## config.mk

```make
export PLATFORM = sky130hd
export DESIGN_NAME = dagu_top
export DESIGN_NICKNAME = d
export VERILOG_FILES = /design/src/hw/dagu_pkg.sv /design/src/hw/dagu_arith.sv /design/src/hw/dagu_top.sv
export SDC_FILE = /design/constraint.sdc
export NUM_CORES = 1
export LEC_CHECK = 0
export BUFFER_PORTS_ARGS = -buffer_cell sky130_fd_sc_hd__buf_2
export CELL_PAD_IN_SITES_DETAIL_PLACEMENT = 0
export CELL_PAD_IN_SITES_GLOBAL_PLACEMENT = 1
export CORE_MARGIN = 1.5
export CORE_UTILIZATION = 36
export DETAILED_ROUTE_END_ITERATION = 7
export GPL_ROUTABILITY_DRIVEN = 0
export HOLD_SLACK_MARGIN = 0.02
export PLACE_DENSITY_LB_ADDON = 0.15
export SETUP_SLACK_MARGIN = 0.4
export SLEW_MARGIN = 30
export SYNTH_ARGS = -nofsm -noshare
export SYNTH_HDL_FRONTEND = slang
export SYNTH_SLANG_ARGS = --single-unit
```

## constraint.sdc

```tcl
create_clock -name REF_CLK -period 11.8 [get_ports REF_CLK]
set_input_delay 0.59 -clock REF_CLK [delete_from_list [all_inputs] [get_ports REF_CLK]]
set_output_delay 0.59 -clock REF_CLK [all_outputs]
set_load 0.005 [all_outputs]
```

## src/hw/dagu_pkg.sv

```systemverilog
// Package for the DSP address generation unit: widths, encodings, structs.
// Assumes a single core clock and synchronous active-high reset.
package dagu_pkg;

  // ****************************************************************
  // Widths and counts
  // ****************************************************************
  localparam int unsigned ADDR_W   = 16;
  localparam int unsigned NUM_PTR  = 4;
  localparam int unsigned PSEL_W   = 2;
  localparam logic [15:0] ADDR_RST = 16'h0000;
  localparam logic [15:0] ONE      = 16'h0001;
  // Modifier value of all ones selects linear arithmetic
  localparam logic [15:0] MOD_LINEAR = 16'hFFFF;
  localparam logic [15:0] MOD_RST    = 16'hFFFF;
  localparam logic [15:0] PC_STEP    = 16'h0001;

  // ****************************************************************
  // Post-update kinds
  // ****************************************************************
  typedef enum logic [1:0] {
    DAGU_UPD_NONE = 2'h0,
    DAGU_UPD_INC  = 2'h1,
    DAGU_UPD_DEC  = 2'h2,
    DAGU_UPD_OFS  = 2'h3
  } dagu_upd_t;

  // Instruction move type
  typedef enum logic [1:0] {
    DAGU_MV_NONE   = 2'h0,
    DAGU_MV_SINGLE = 2'h1,
    DAGU_MV_DUAL   = 2'h3
  } dagu_mv_t;

  // One address request for one arithmetic unit
  typedef struct packed {
    logic [1:0] ptr;
    dagu_upd_t  upd;
    logic       wr;
  } dagu_req_t;

  // One data memory access
  typedef struct packed {
    logic        en;
    logic        wr;
    logic [15:0] addr;
  } dagu_acc_t;

endpackage

```

## src/hw/dagu_arith.sv

```systemverilog
// One address arithmetic unit: linear or modulo post-update of a pointer.
// Assumes modulo buffers aligned to the smallest power of two not below their size.
`timescale 1ns/1ps
`default_nettype none
module dagu_arith
  import dagu_pkg::*;
(
  // Operands
  input  wire logic [15:0] ptr_val,
  input  wire logic [15:0] ofs_val,
  input  wire logic [15:0] mod_val,
  input  wire dagu_upd_t   upd,
  // Result
  output logic      [15:0] ptr_new
);

  // ****************************************************************
  // Step and linear sum
  // ****************************************************************
  logic [15:0] step;
  logic [15:0] lin_sum;
  logic [15:0] mask;
  logic [15:0] base;
  logic [15:0] last;
  logic [16:0] lin_ext;
  logic [16:0] over;
  logic [16:0] under;
  logic [16:0] size;
  logic        is_lin;
  logic        past_top;
  logic        below_base;

  function automatic logic [15:0] fill_mask(input logic [15:0] v);
    logic [15:0] m;
    m = v;
    m = m | (m >> 1);
    m = m | (m >> 2);
    m = m | (m >> 4);
    m = m | (m >> 8);
    return m;
  endfunction

  assign step = (upd == DAGU_UPD_INC) ? ONE :
                (upd == DAGU_UPD_DEC) ? (~ONE + ONE) :
                (upd == DAGU_UPD_OFS) ? ofs_val : '0;
  assign lin_sum = ptr_val + step;
  assign is_lin  = (mod_val == MOD_LINEAR) || (upd == DAGU_UPD_NONE);
  // Buffer spans base .. base+mod_val, base aligned on mask
  assign mask  = fill_mask(mod_val);
  assign base  = ptr_val & ~mask;
  assign last  = base + mod_val;
  assign size  = {1'b0, mod_val} + {1'b0, ONE};
  assign lin_ext = {1'b0, lin_sum};
  // Signed step decides direction of possible overshoot
  assign over  = lin_ext - size;
  assign under = lin_ext + size;

  // Forward step past the top, or backward step below the base
  assign past_top   = !step[15] &&
                      ({1'b0, ptr_val} + {1'b0, step} > {1'b0, last});
  assign below_base = step[15] &&
                      ({1'b0, ptr_val} < {1'b0, base} + {1'b0, ~step + ONE});

  always_comb begin
    ptr_new = lin_sum;
    if (!is_lin && past_top) begin
      ptr_new = over[15:0];
    end else if (!is_lin && below_base) begin
      ptr_new = under[15:0];
    end
  end

endmodule
`default_nettype wire

```

## src/hw/dagu_top.sv

```systemverilog
// Address generation unit of a 16-bit DSP core, with program fetch address.
// Assumes memories accept two data accesses and one fetch each cycle.
//
// Notes on behaviour
// - Two arithmetic units and own pointers give two addresses per cycle.
// - Linear mode updates pointers with plain 16-bit two's complement sums.
// - Modulo mode wraps results beyond the buffer top back inside.
// - Modulo mode wraps results below the buffer base back inside.
// - Wrap stays correct when the step overshoots a boundary by no more than the buffer size.
// - Fetch address is produced in the same cycle as data addresses.
// - Single parallel move: one read or write, one pointer update.
// - Dual parallel read: two reads in one cycle; two address updates unless both units name one pointer.
// - Post-increment, post-decrement or post-offset after current address.
// - Three memory accesses sustained per cycle.
// - Moves work inside loops, repeats and outside, unrestricted.
`timescale 1ns/1ps
`default_nettype none
module dagu_top
  import dagu_pkg::*;
(
  // Clock and reset
  input  wire logic        REF_CLK,
  input  wire logic        RST,
  // Instruction decode
  input  wire dagu_mv_t    MOVE_TYPE,
  input  wire dagu_req_t   REQ_A,
  input  wire dagu_req_t   REQ_B,
  input  wire logic        FETCH_EN,
  // Pointer, offset and modifier loads
  input  wire logic        PTR_LOAD,
  input  wire logic [1:0]  PTR_SEL,
  input  wire logic [15:0] PTR_DATA,
  input  wire logic        OFS_LOAD,
  input  wire logic [15:0] OFS_DATA,
  input  wire logic        MOD_LOAD,
  input  wire logic [1:0]  MOD_SEL,
  input  wire logic [15:0] MOD_DATA,
  // Jump
  input  wire logic        PC_LOAD,
  input  wire logic [15:0] PC_DATA,
  // Memory side
  output dagu_acc_t        DATA_A,
  output dagu_acc_t        DATA_B,
  output logic [15:0]      PROG_ADDR,
  output logic             PROG_EN
);

  // ****************************************************************
  // State
  // ****************************************************************
  logic [15:0] ptr_reg [NUM_PTR];
  logic [15:0] mod_reg [NUM_PTR];
  logic [15:0] ofs_reg;
  logic [15:0] pc_reg;
  logic [15:0] pc_next;
  dagu_acc_t   acc_a_reg;
  dagu_acc_t   acc_b_reg;
  logic        fetch_reg;

  // ****************************************************************
  // Decode
  // ****************************************************************
  logic        use_a;
  logic        use_b;
  logic [15:0] new_a;
  logic [15:0] new_b;
  logic        clash;

  // Moves are taken on any cycle, inside a loop or outside one
  assign use_a = (MOVE_TYPE != DAGU_MV_NONE);
  assign use_b = (MOVE_TYPE == DAGU_MV_DUAL);
  // Same pointer on both units: unit B update wins
  assign clash = use_b && (REQ_A.ptr == REQ_B.ptr);
  assign pc_next = PC_LOAD ? PC_DATA : pc_reg + PC_STEP;

  // True when a two-bit select code names pointer idx
  function automatic logic names_ptr(input logic [1:0]  sel,
                                     input int unsigned idx);
    return sel == PSEL_W'(idx);
  endfunction

  // ****************************************************************
  // Two arithmetic units
  // ****************************************************************
  dagu_arith u_arith_a (
    .ptr_val (ptr_reg[REQ_A.ptr]),
    .ofs_val (ofs_reg),
    .mod_val (mod_reg[REQ_A.ptr]),
    .upd     (REQ_A.upd),
    .ptr_new (new_a)
  );

  dagu_arith u_arith_b (
    .ptr_val (ptr_reg[REQ_B.ptr]),
    .ofs_val (ofs_reg),
    .mod_val (mod_reg[REQ_B.ptr]),
    .upd     (REQ_B.upd),
    .ptr_new (new_b)
  );

  // ****************************************************************
  // Per-pointer next values
  // ****************************************************************
  // Priority on one pointer: load, then unit B, then unit A, else hold
  logic [15:0] ptr_next [NUM_PTR];
  logic [15:0] mod_next [NUM_PTR];
  logic [15:0] ofs_next;

  for (genvar g = 0; g < NUM_PTR; g++) begin : g_next
    logic hit_a;
    logic hit_b;
    logic hit_load;
    logic hit_mod;

    assign hit_a    = use_a && !clash && names_ptr(REQ_A.ptr, g);
    assign hit_b    = use_b && names_ptr(REQ_B.ptr, g);
    assign hit_load = PTR_LOAD && names_ptr(PTR_SEL, g);
    assign hit_mod  = MOD_LOAD && names_ptr(MOD_SEL, g);
    // A load on the same edge as an update overrides the update
    assign ptr_next[g] = hit_load ? PTR_DATA :
                         hit_b    ? new_b    :
                         hit_a    ? new_a    :
                         ptr_reg[g];
    assign mod_next[g] = hit_mod ? MOD_DATA : mod_reg[g];
  end

  // Offset register is shared by every pointer
  assign ofs_next = OFS_LOAD ? OFS_DATA : ofs_reg;

  // ****************************************************************
  // Pointer, modifier and offset registers
  // ****************************************************************
  always_ff @(posedge REF_CLK) begin
    if (RST) begin
      for (int i = 0; i < NUM_PTR; i++) begin
        ptr_reg[i] <= ADDR_RST;
      end
    end else begin
      ptr_reg <= ptr_next;
    end
  end

  always_ff @(posedge REF_CLK) begin
    if (RST) begin
      for (int i = 0; i < NUM_PTR; i++) begin
        mod_reg[i] <= MOD_RST;
      end
    end else begin
      mod_reg <= mod_next;
    end
  end

  always_ff @(posedge REF_CLK) begin
    if (RST) begin
      ofs_reg <= ADDR_RST;
    end else begin
      ofs_reg <= ofs_next;
    end
  end

  // ****************************************************************
  // Data access words
  // ****************************************************************
  // The access carries the pointer before its update: post-update
  dagu_acc_t   acc_a_next;
  dagu_acc_t   acc_b_next;
  logic [15:0] addr_a_cur;
  logic [15:0] addr_b_cur;

  assign addr_a_cur = ptr_reg[REQ_A.ptr];
  assign addr_b_cur = ptr_reg[REQ_B.ptr];
  // Only a single move may write; a dual move reads on both units
  assign acc_a_next = '{en: use_a, wr: REQ_A.wr & ~use_b,
                        addr: addr_a_cur};
  assign acc_b_next = '{en: use_b, wr: 1'b0,
                        addr: addr_b_cur};

  always_ff @(posedge REF_CLK) begin
    if (RST) begin
      acc_a_reg <= '0;
      acc_b_reg <= '0;
    end else begin
      acc_a_reg <= acc_a_next;
      acc_b_reg <= acc_b_next;
    end
  end

  // ****************************************************************
  // Program fetch address, in the same cycle as the data accesses
  // ****************************************************************
  // Fetch and jump both move the counter; without either it holds
  logic pc_move;

  assign pc_move = FETCH_EN || PC_LOAD;

  always_ff @(posedge REF_CLK) begin
    if (RST) begin
      pc_reg <= ADDR_RST;
    end else if (pc_move) begin
      pc_reg <= pc_next;
    end
  end

  always_ff @(posedge REF_CLK) begin
    if (RST) begin
      fetch_reg <= 1'b0;
    end else begin
      fetch_reg <= FETCH_EN;
    end
  end

  // ****************************************************************
  // Outputs
  // ****************************************************************
  assign DATA_A    = acc_a_reg;
  assign DATA_B    = acc_b_reg;
  assign PROG_ADDR = pc_reg;
  assign PROG_EN   = fetch_reg;

endmodule
`default_nettype wire

```

-- Yosys cells after proc, flatten, opt, wreduce, memory -nomap -nowiden
Cells that the tools add are included.
- input port bits: 87
- bits in latches: 0
- memories: 0
- word-level logic and storage cells: 160
- output and inout bits: 53
- ROM bits: 0
- memory bits (writable): 0
- flip-flop bits (word level): 197
- divide/modulo/power cells: 0
- shift operators: 0
- mux-type cells: 35
- equal/unequal tests: 22
- $lt $le $gt $ge: 6
- multiply operators: 0
- $add $sub $neg: 17
- reduce and logical (&&, ||, !) cells: 45
- bitwise gates (word level): 18
- operators with widths (kind ; number):
    $mux 16 ; 31
    $bmux 16 s2 ; 4
    $add 16x16->16 ; 6
    $add 16x1->16 const B ; 5
    $add 16x16->17 ; 4
    $not 16->16 ; 4
    $gt 17x16->1 ; 2
    $lt 16x17->1 ; 2
    $and 16x16->16 ; 2
    $eq 16x16->1 const B ; 2
    $or 16x12->16 ; 2
    $or 16x14->16 ; 2
    $or 16x15->16 ; 2
    $or 16x8->16 ; 2
    $sub 16x16->16 ; 2
    $eq 2x2->1 const B ; 13
    $logic_and 1x1->1 ; 26
    $eq 2x1->1 const B ; 6
    $logic_not 2->1 ; 6
    $reduce_bool 3->1 ; 4
    $ge 3x3->1 const B ; 2
    $not 2->3 ; 2
    $logic_not 1->1 ; 5
    $logic_or 1x1->1 ; 3
    other kinds (4) ; 4

-- Depth between registers and ports, before layout
- word-level depth: 19
- depth in mapped cells: 32
- gate-level depth less buffers: 30

-- Modules after synthesis
From an unflattened synthesis, not the netlist that was laid out.
- cell total of the unflattened synthesis: 2495
- area, all modules: 20150.6 um^2
- by module, submodules not included (module ; times used ; area an instance (um^2) ; sequential area each (um^2) ; cells an instance):
    dagu_top ; 1 ; 9703.1 ; 3923.8 ; 1053
    dagu_arith (u_arith_a) ; 1 ; 5233.8 ; 0.0 ; 730
    dagu_arith (u_arith_b) ; 1 ; 5213.8 ; 0.0 ; 712

-- Least setup slack after synthesis
No wires, ideal clock.
- kind: input to register
- start: in REQ_A[4] in the netlist's numbering
- end: reg ptr_reg[20] in the netlist's numbering
- data required time: 11.684 ns
- library setup time: 0.116 ns
- stages on the path: 27
- path buffers: 5
- arrival: 7.252 ns
- path slack: 4.432 ns
- cells stage by stage: buf_2 > buf_1 > clkbuf_1 > buf_1 > mux4_2 > and2_1 > ha_1 > a2111oi_0 > nor2b_1 > a211oi_1 > o211a_1 > o21a_1 > o21ai_0 > nand2_1 > ha_1 > nand2_1 > nor4_1 > o31ai_1 > nand4_1 > a221oi_1 > a211oi_1 > a211oi_1 > clkbuf_1 > a22o_1 > mux2i_1 > o22ai_1 > a31o_2
- RTL lines (element ; line ; text):
    start: declaration ; dagu_top.sv:26 ; input wire dagu_req_t REQ_A,
    end signal: assignment ; dagu_top.sv:139 ; ptr_reg <= ptr_next;
    end: declaration ; dagu_top.sv:51 ; logic [15:0] ptr_reg [NUM_PTR];

-- Final worst setup path
- start: in REQ_A[3] in the netlist's numbering
- end: reg ptr_reg[58] in the netlist's numbering
- longest elaborated chain between the ends: 19
- elaborated cells between the ends (all ways): 41
- classes of those cells: add/sub: 7; order compare: 2; eq/ne: 2; mux: 11; bitwise: 7; reduce/logical: 12
- RTL lines (element ; line ; text):
    $not 2->3 (implied by the code) ; dagu_top.sv:86, dagu_top.sv:88 ;
    $bmux 16 s2 ; dagu_top.sv:88 ; .mod_val (mod_reg[REQ_A.ptr]),
    $mux 16 (implied by the code) (2 in a row) ; dagu_top.sv:88 ;
    $or 16x15->16 ; dagu_arith.sv:36 ; m = m | (m >> 1);
    $or 16x14->16 ; dagu_arith.sv:37 ; m = m | (m >> 2);
    $or 16x12->16 ; dagu_arith.sv:38 ; m = m | (m >> 4);
    $or 16x8->16 ; dagu_arith.sv:39 ; m = m | (m >> 8);
    $not 16->16 ; dagu_arith.sv:50 ; assign base = ptr_val & ~mask;
    (+2 left out) ; -- ;
    $lt 16x17->1 ; dagu_arith.sv:62 ; ({1'b0, ptr_val} < {1'b0, base} + {1'b0, ~step + ONE});
    $logic_and 1x1->1 ; dagu_arith.sv:61 ; assign below_base = step[15] &&
    $logic_and 1x1->1 ; dagu_arith.sv:68 ; end else if (!is_lin && below_base) begin
    $mux 16 ; dagu_arith.sv:68 ;
    $mux 16 ; dagu_arith.sv:66 ; if (!is_lin && past_top) begin
    $mux 16 ; dagu_top.sv:122 ; hit_a ? new_a :
    $mux 16 ; dagu_top.sv:121 ; hit_b ? new_b :
    $mux 16 ; dagu_top.sv:120 ; assign ptr_next[g] = hit_load ? PTR_DATA :
Several ways; a longest one is shown, not always the timed one. The select of a mux whose other input is x is not followed.
A chain may end at the register's enable or synchronous reset.

==> impl_metrics.tcl <==
set metrics [dict create \
    die_w_um 235 \
    die_height_um 235 \
    outcome "completed" \
    p_sw_mw 1.48 \
    h-tree-depth 4 \
    start_kind "primary input" \
    swShare 0.467 \
    fillCellCount 5439 \
    coreArea_um2 52900 \
    fin_crit_ps 8950 \
    synth_area_per_cell_um2 7.97 \
    path_clk_slew_ps 80 \
    drt_pass1_iterations 7 \
    start_util 0.366 \
    routedWlPerCell_um 23.2 \
    crit_path_top_delay_cell "mux4_2" \
    ant_nets 0 \
    mappedNetlistArea_um2 19400 \
    synth-edff-count 0 \
    critPathLaunch "REQ_A[3]" \
    grt_use_total 0.262 \
    cpMostUsedCell "nand2_1" \
    setup_viol_count_final 0 \
    area_growth_pct 9.99 \
    dp_hpwl_um 57400 \
    hp-start "REQ_A[0]" \
    syn_inst 2429 \
    yosysWarningCount 0 \
    post-cts-setup-buffers 0 \
    cp_data_required_time_ps 12210 \
    rsz0062_at_grt "false" \
    ctsResizeCount 0 \
    grt_max_degree 55 \
    yosys-top-cells-area "dfxtp_1, ha_1, mux4_2, nand2_1, nor2_1" \
    clockBufferDepth 2 \
    root_buffer "clkbuf_16" \
    insertion_delay_ps 490 \
    stdcell_count 3203 \
    clock_power_share 0.193 \
    ys.flop_type "dfxtp_1" \
    fmax_ghz 0.112 \
    fin_area_um2 21300 \
    power.total_mw 3.16 \
    r2r-start "mod_reg[13]" \
    rows 84 \
    crit_fanout 17 \
    drcViolationCount 0 \
    peakVddDrop_mv 0.120 \
    r2r_setup_slack_ps 3260 \
    synth.distinct_cells 89 \
    ios 140 \
    yosys.area.top_type_share 0.203 \
    via_per_inst 5.88 \
    grt_pass1_wl_um 109000 \
    skew_ps 22.2 \
    critPathMaxStageDelay_ps 740 \
    finalMaxSlewViolations 0 \
    slew_headroom 0.222 \
    p_per_area_nw_per_um2 148 \
    cts_tree "yes" \
    final-hold-violation-count 0 \
    worst_setup_path_end_kind "flip-flop" \
    drt-initial-drc-count 1902 \
    setup-tns-final_ps 0 \
    die_area_um2 55200 \
    async_flop_share 0 \
    post-route-util 0.403 \
    dp_cells 3168 \
    worst_pin_slew_ps 1150 \
    seq_area_frac_synth 0.203 \
    cts_buffers 17 \
    crit_arrival_ps 9360 \
    synth_top_cell_by_area "dfxtp_1" \
    synth_fp_nets 2743 \
    antenna_found_initial 11 \
    maxCapViolations 0 \
    cellInternalPower_mw 1.69 \
    grt_overflow 0 \
    p_seq_frac 0.242 \
    combPwrFrac 0.565 \
    drive_gt1_frac 0.118 \
    ctsHoldBuffers 0 \
    worstSetupPathType "primary input to flip-flop" \
    hp-class "primary input to flip-flop" \
    io_buffers 137 \
    grt_pass1_vias 17300 \
    p_leak_nw 9.53 \
    wl_um 74200 \
    period_share 0.758 \
    dpl_cell_area_um2 20700 \
    cts_sinks 196 \
    routed-via-count 18800 \
    finalNetCount 2813 \
    synth_seq_cells 196 \
]
==> power by group through the flow <==
stage | registers (mW) | clock network [mW] | logic, mW
after CTS | 0.763 | 0.624 | 1.76
after global placement | 0.774 | 0 | 1.73
final | 0.764 | 0.612 | 1.79
after floorplan | 0.766 | 0 | 1.23
after detailed placement | 0.778 | 0 | 1.75
after global routing | 0.771 | 0.650 | 1.95
==> layer usage <==
layer  GRT usage  up-vias  part of all wire
li1            -     9003                 -
met2       0.415      703              0.45
met4      0.0832       16             0.024
met1       0.358     9013              0.45
met3      0.0490       92             0.072
met5           0        -            0.0014
==> synthesized netlist by cell type (all sizes together) (56+ instances only) <==
cell type and number:
o21ai 129, dfxtp 196, nand3 95, xor2 73, xnor2 78, ha 221, clkbuf 89, inv 121
nand2 248, nor2 237, mux4 64, a21oi 174, nand2b 56
==> worst paths after layout <==
check,end,cells past startpoint
worst max register to register,ptr_reg[58],28
worst min register to register,mod_reg[6],2
worst max-delay path,ptr_reg[58],29
worst min-delay path,DATA_A[16],2
==> cells by family (layout without fill, tap and decap cells) <==
group	after synthesis	count (layout)	share of synthesized area
fa+ha+maj	230	230	0.151
other cells	1	4	0.000194
xor+xnor	151	151	0.0683
simple gates	883	883	0.218
compound gates	637	637	0.220
mux	101	101	0.0936
buf+inv	230	313	0.0463
flops	196	196	0.203
==> cell type report <==
cell class                 count  area [um2]  share of cell area
antenna                        3        7.51            0.000352
clock buffer                  18         429              0.0201
clock inverter                14         164             0.00769
inverter                     121         455              0.0214
multi-input combinational   2003       14600               0.685
sequential                   196        3920               0.184
tap                          688         861              0.0404
timing repair buffer         160         862              0.0405
==> layout by cell type, fill, tap and decap left out, drive strengths merged, types with 73 or more instances in the layout <==
cell	Yosys	layout
nand2	248	248
xnor2	78	78
buf	20	160
dfxtp	196	196
inv	121	128
a21oi	174	174
ha	221	221
nand3	95	95
xor2	73	73
nor2	237	237
o21ai	129	129
==> critical path, delay by kind of cell <==
kind	cells	cell delay (ps)
AOI/OAI and AO/OA	11	3210
and+or+nand+nor	12	3140
buffers and inverters	3	1030
muxes	1	740
adders and majority gates	2	610
==> through the flow <==
stage	hold slack, ps	setup slack [ps]
6_report	320	2850
5_1_grt	323	2190
4_1_cts	300	2980
3_5_place_dp	476	2490
3_3_place_gp	465	2640
2_1_floorplan	452	4430
Power figures use the tool's default switching activity.
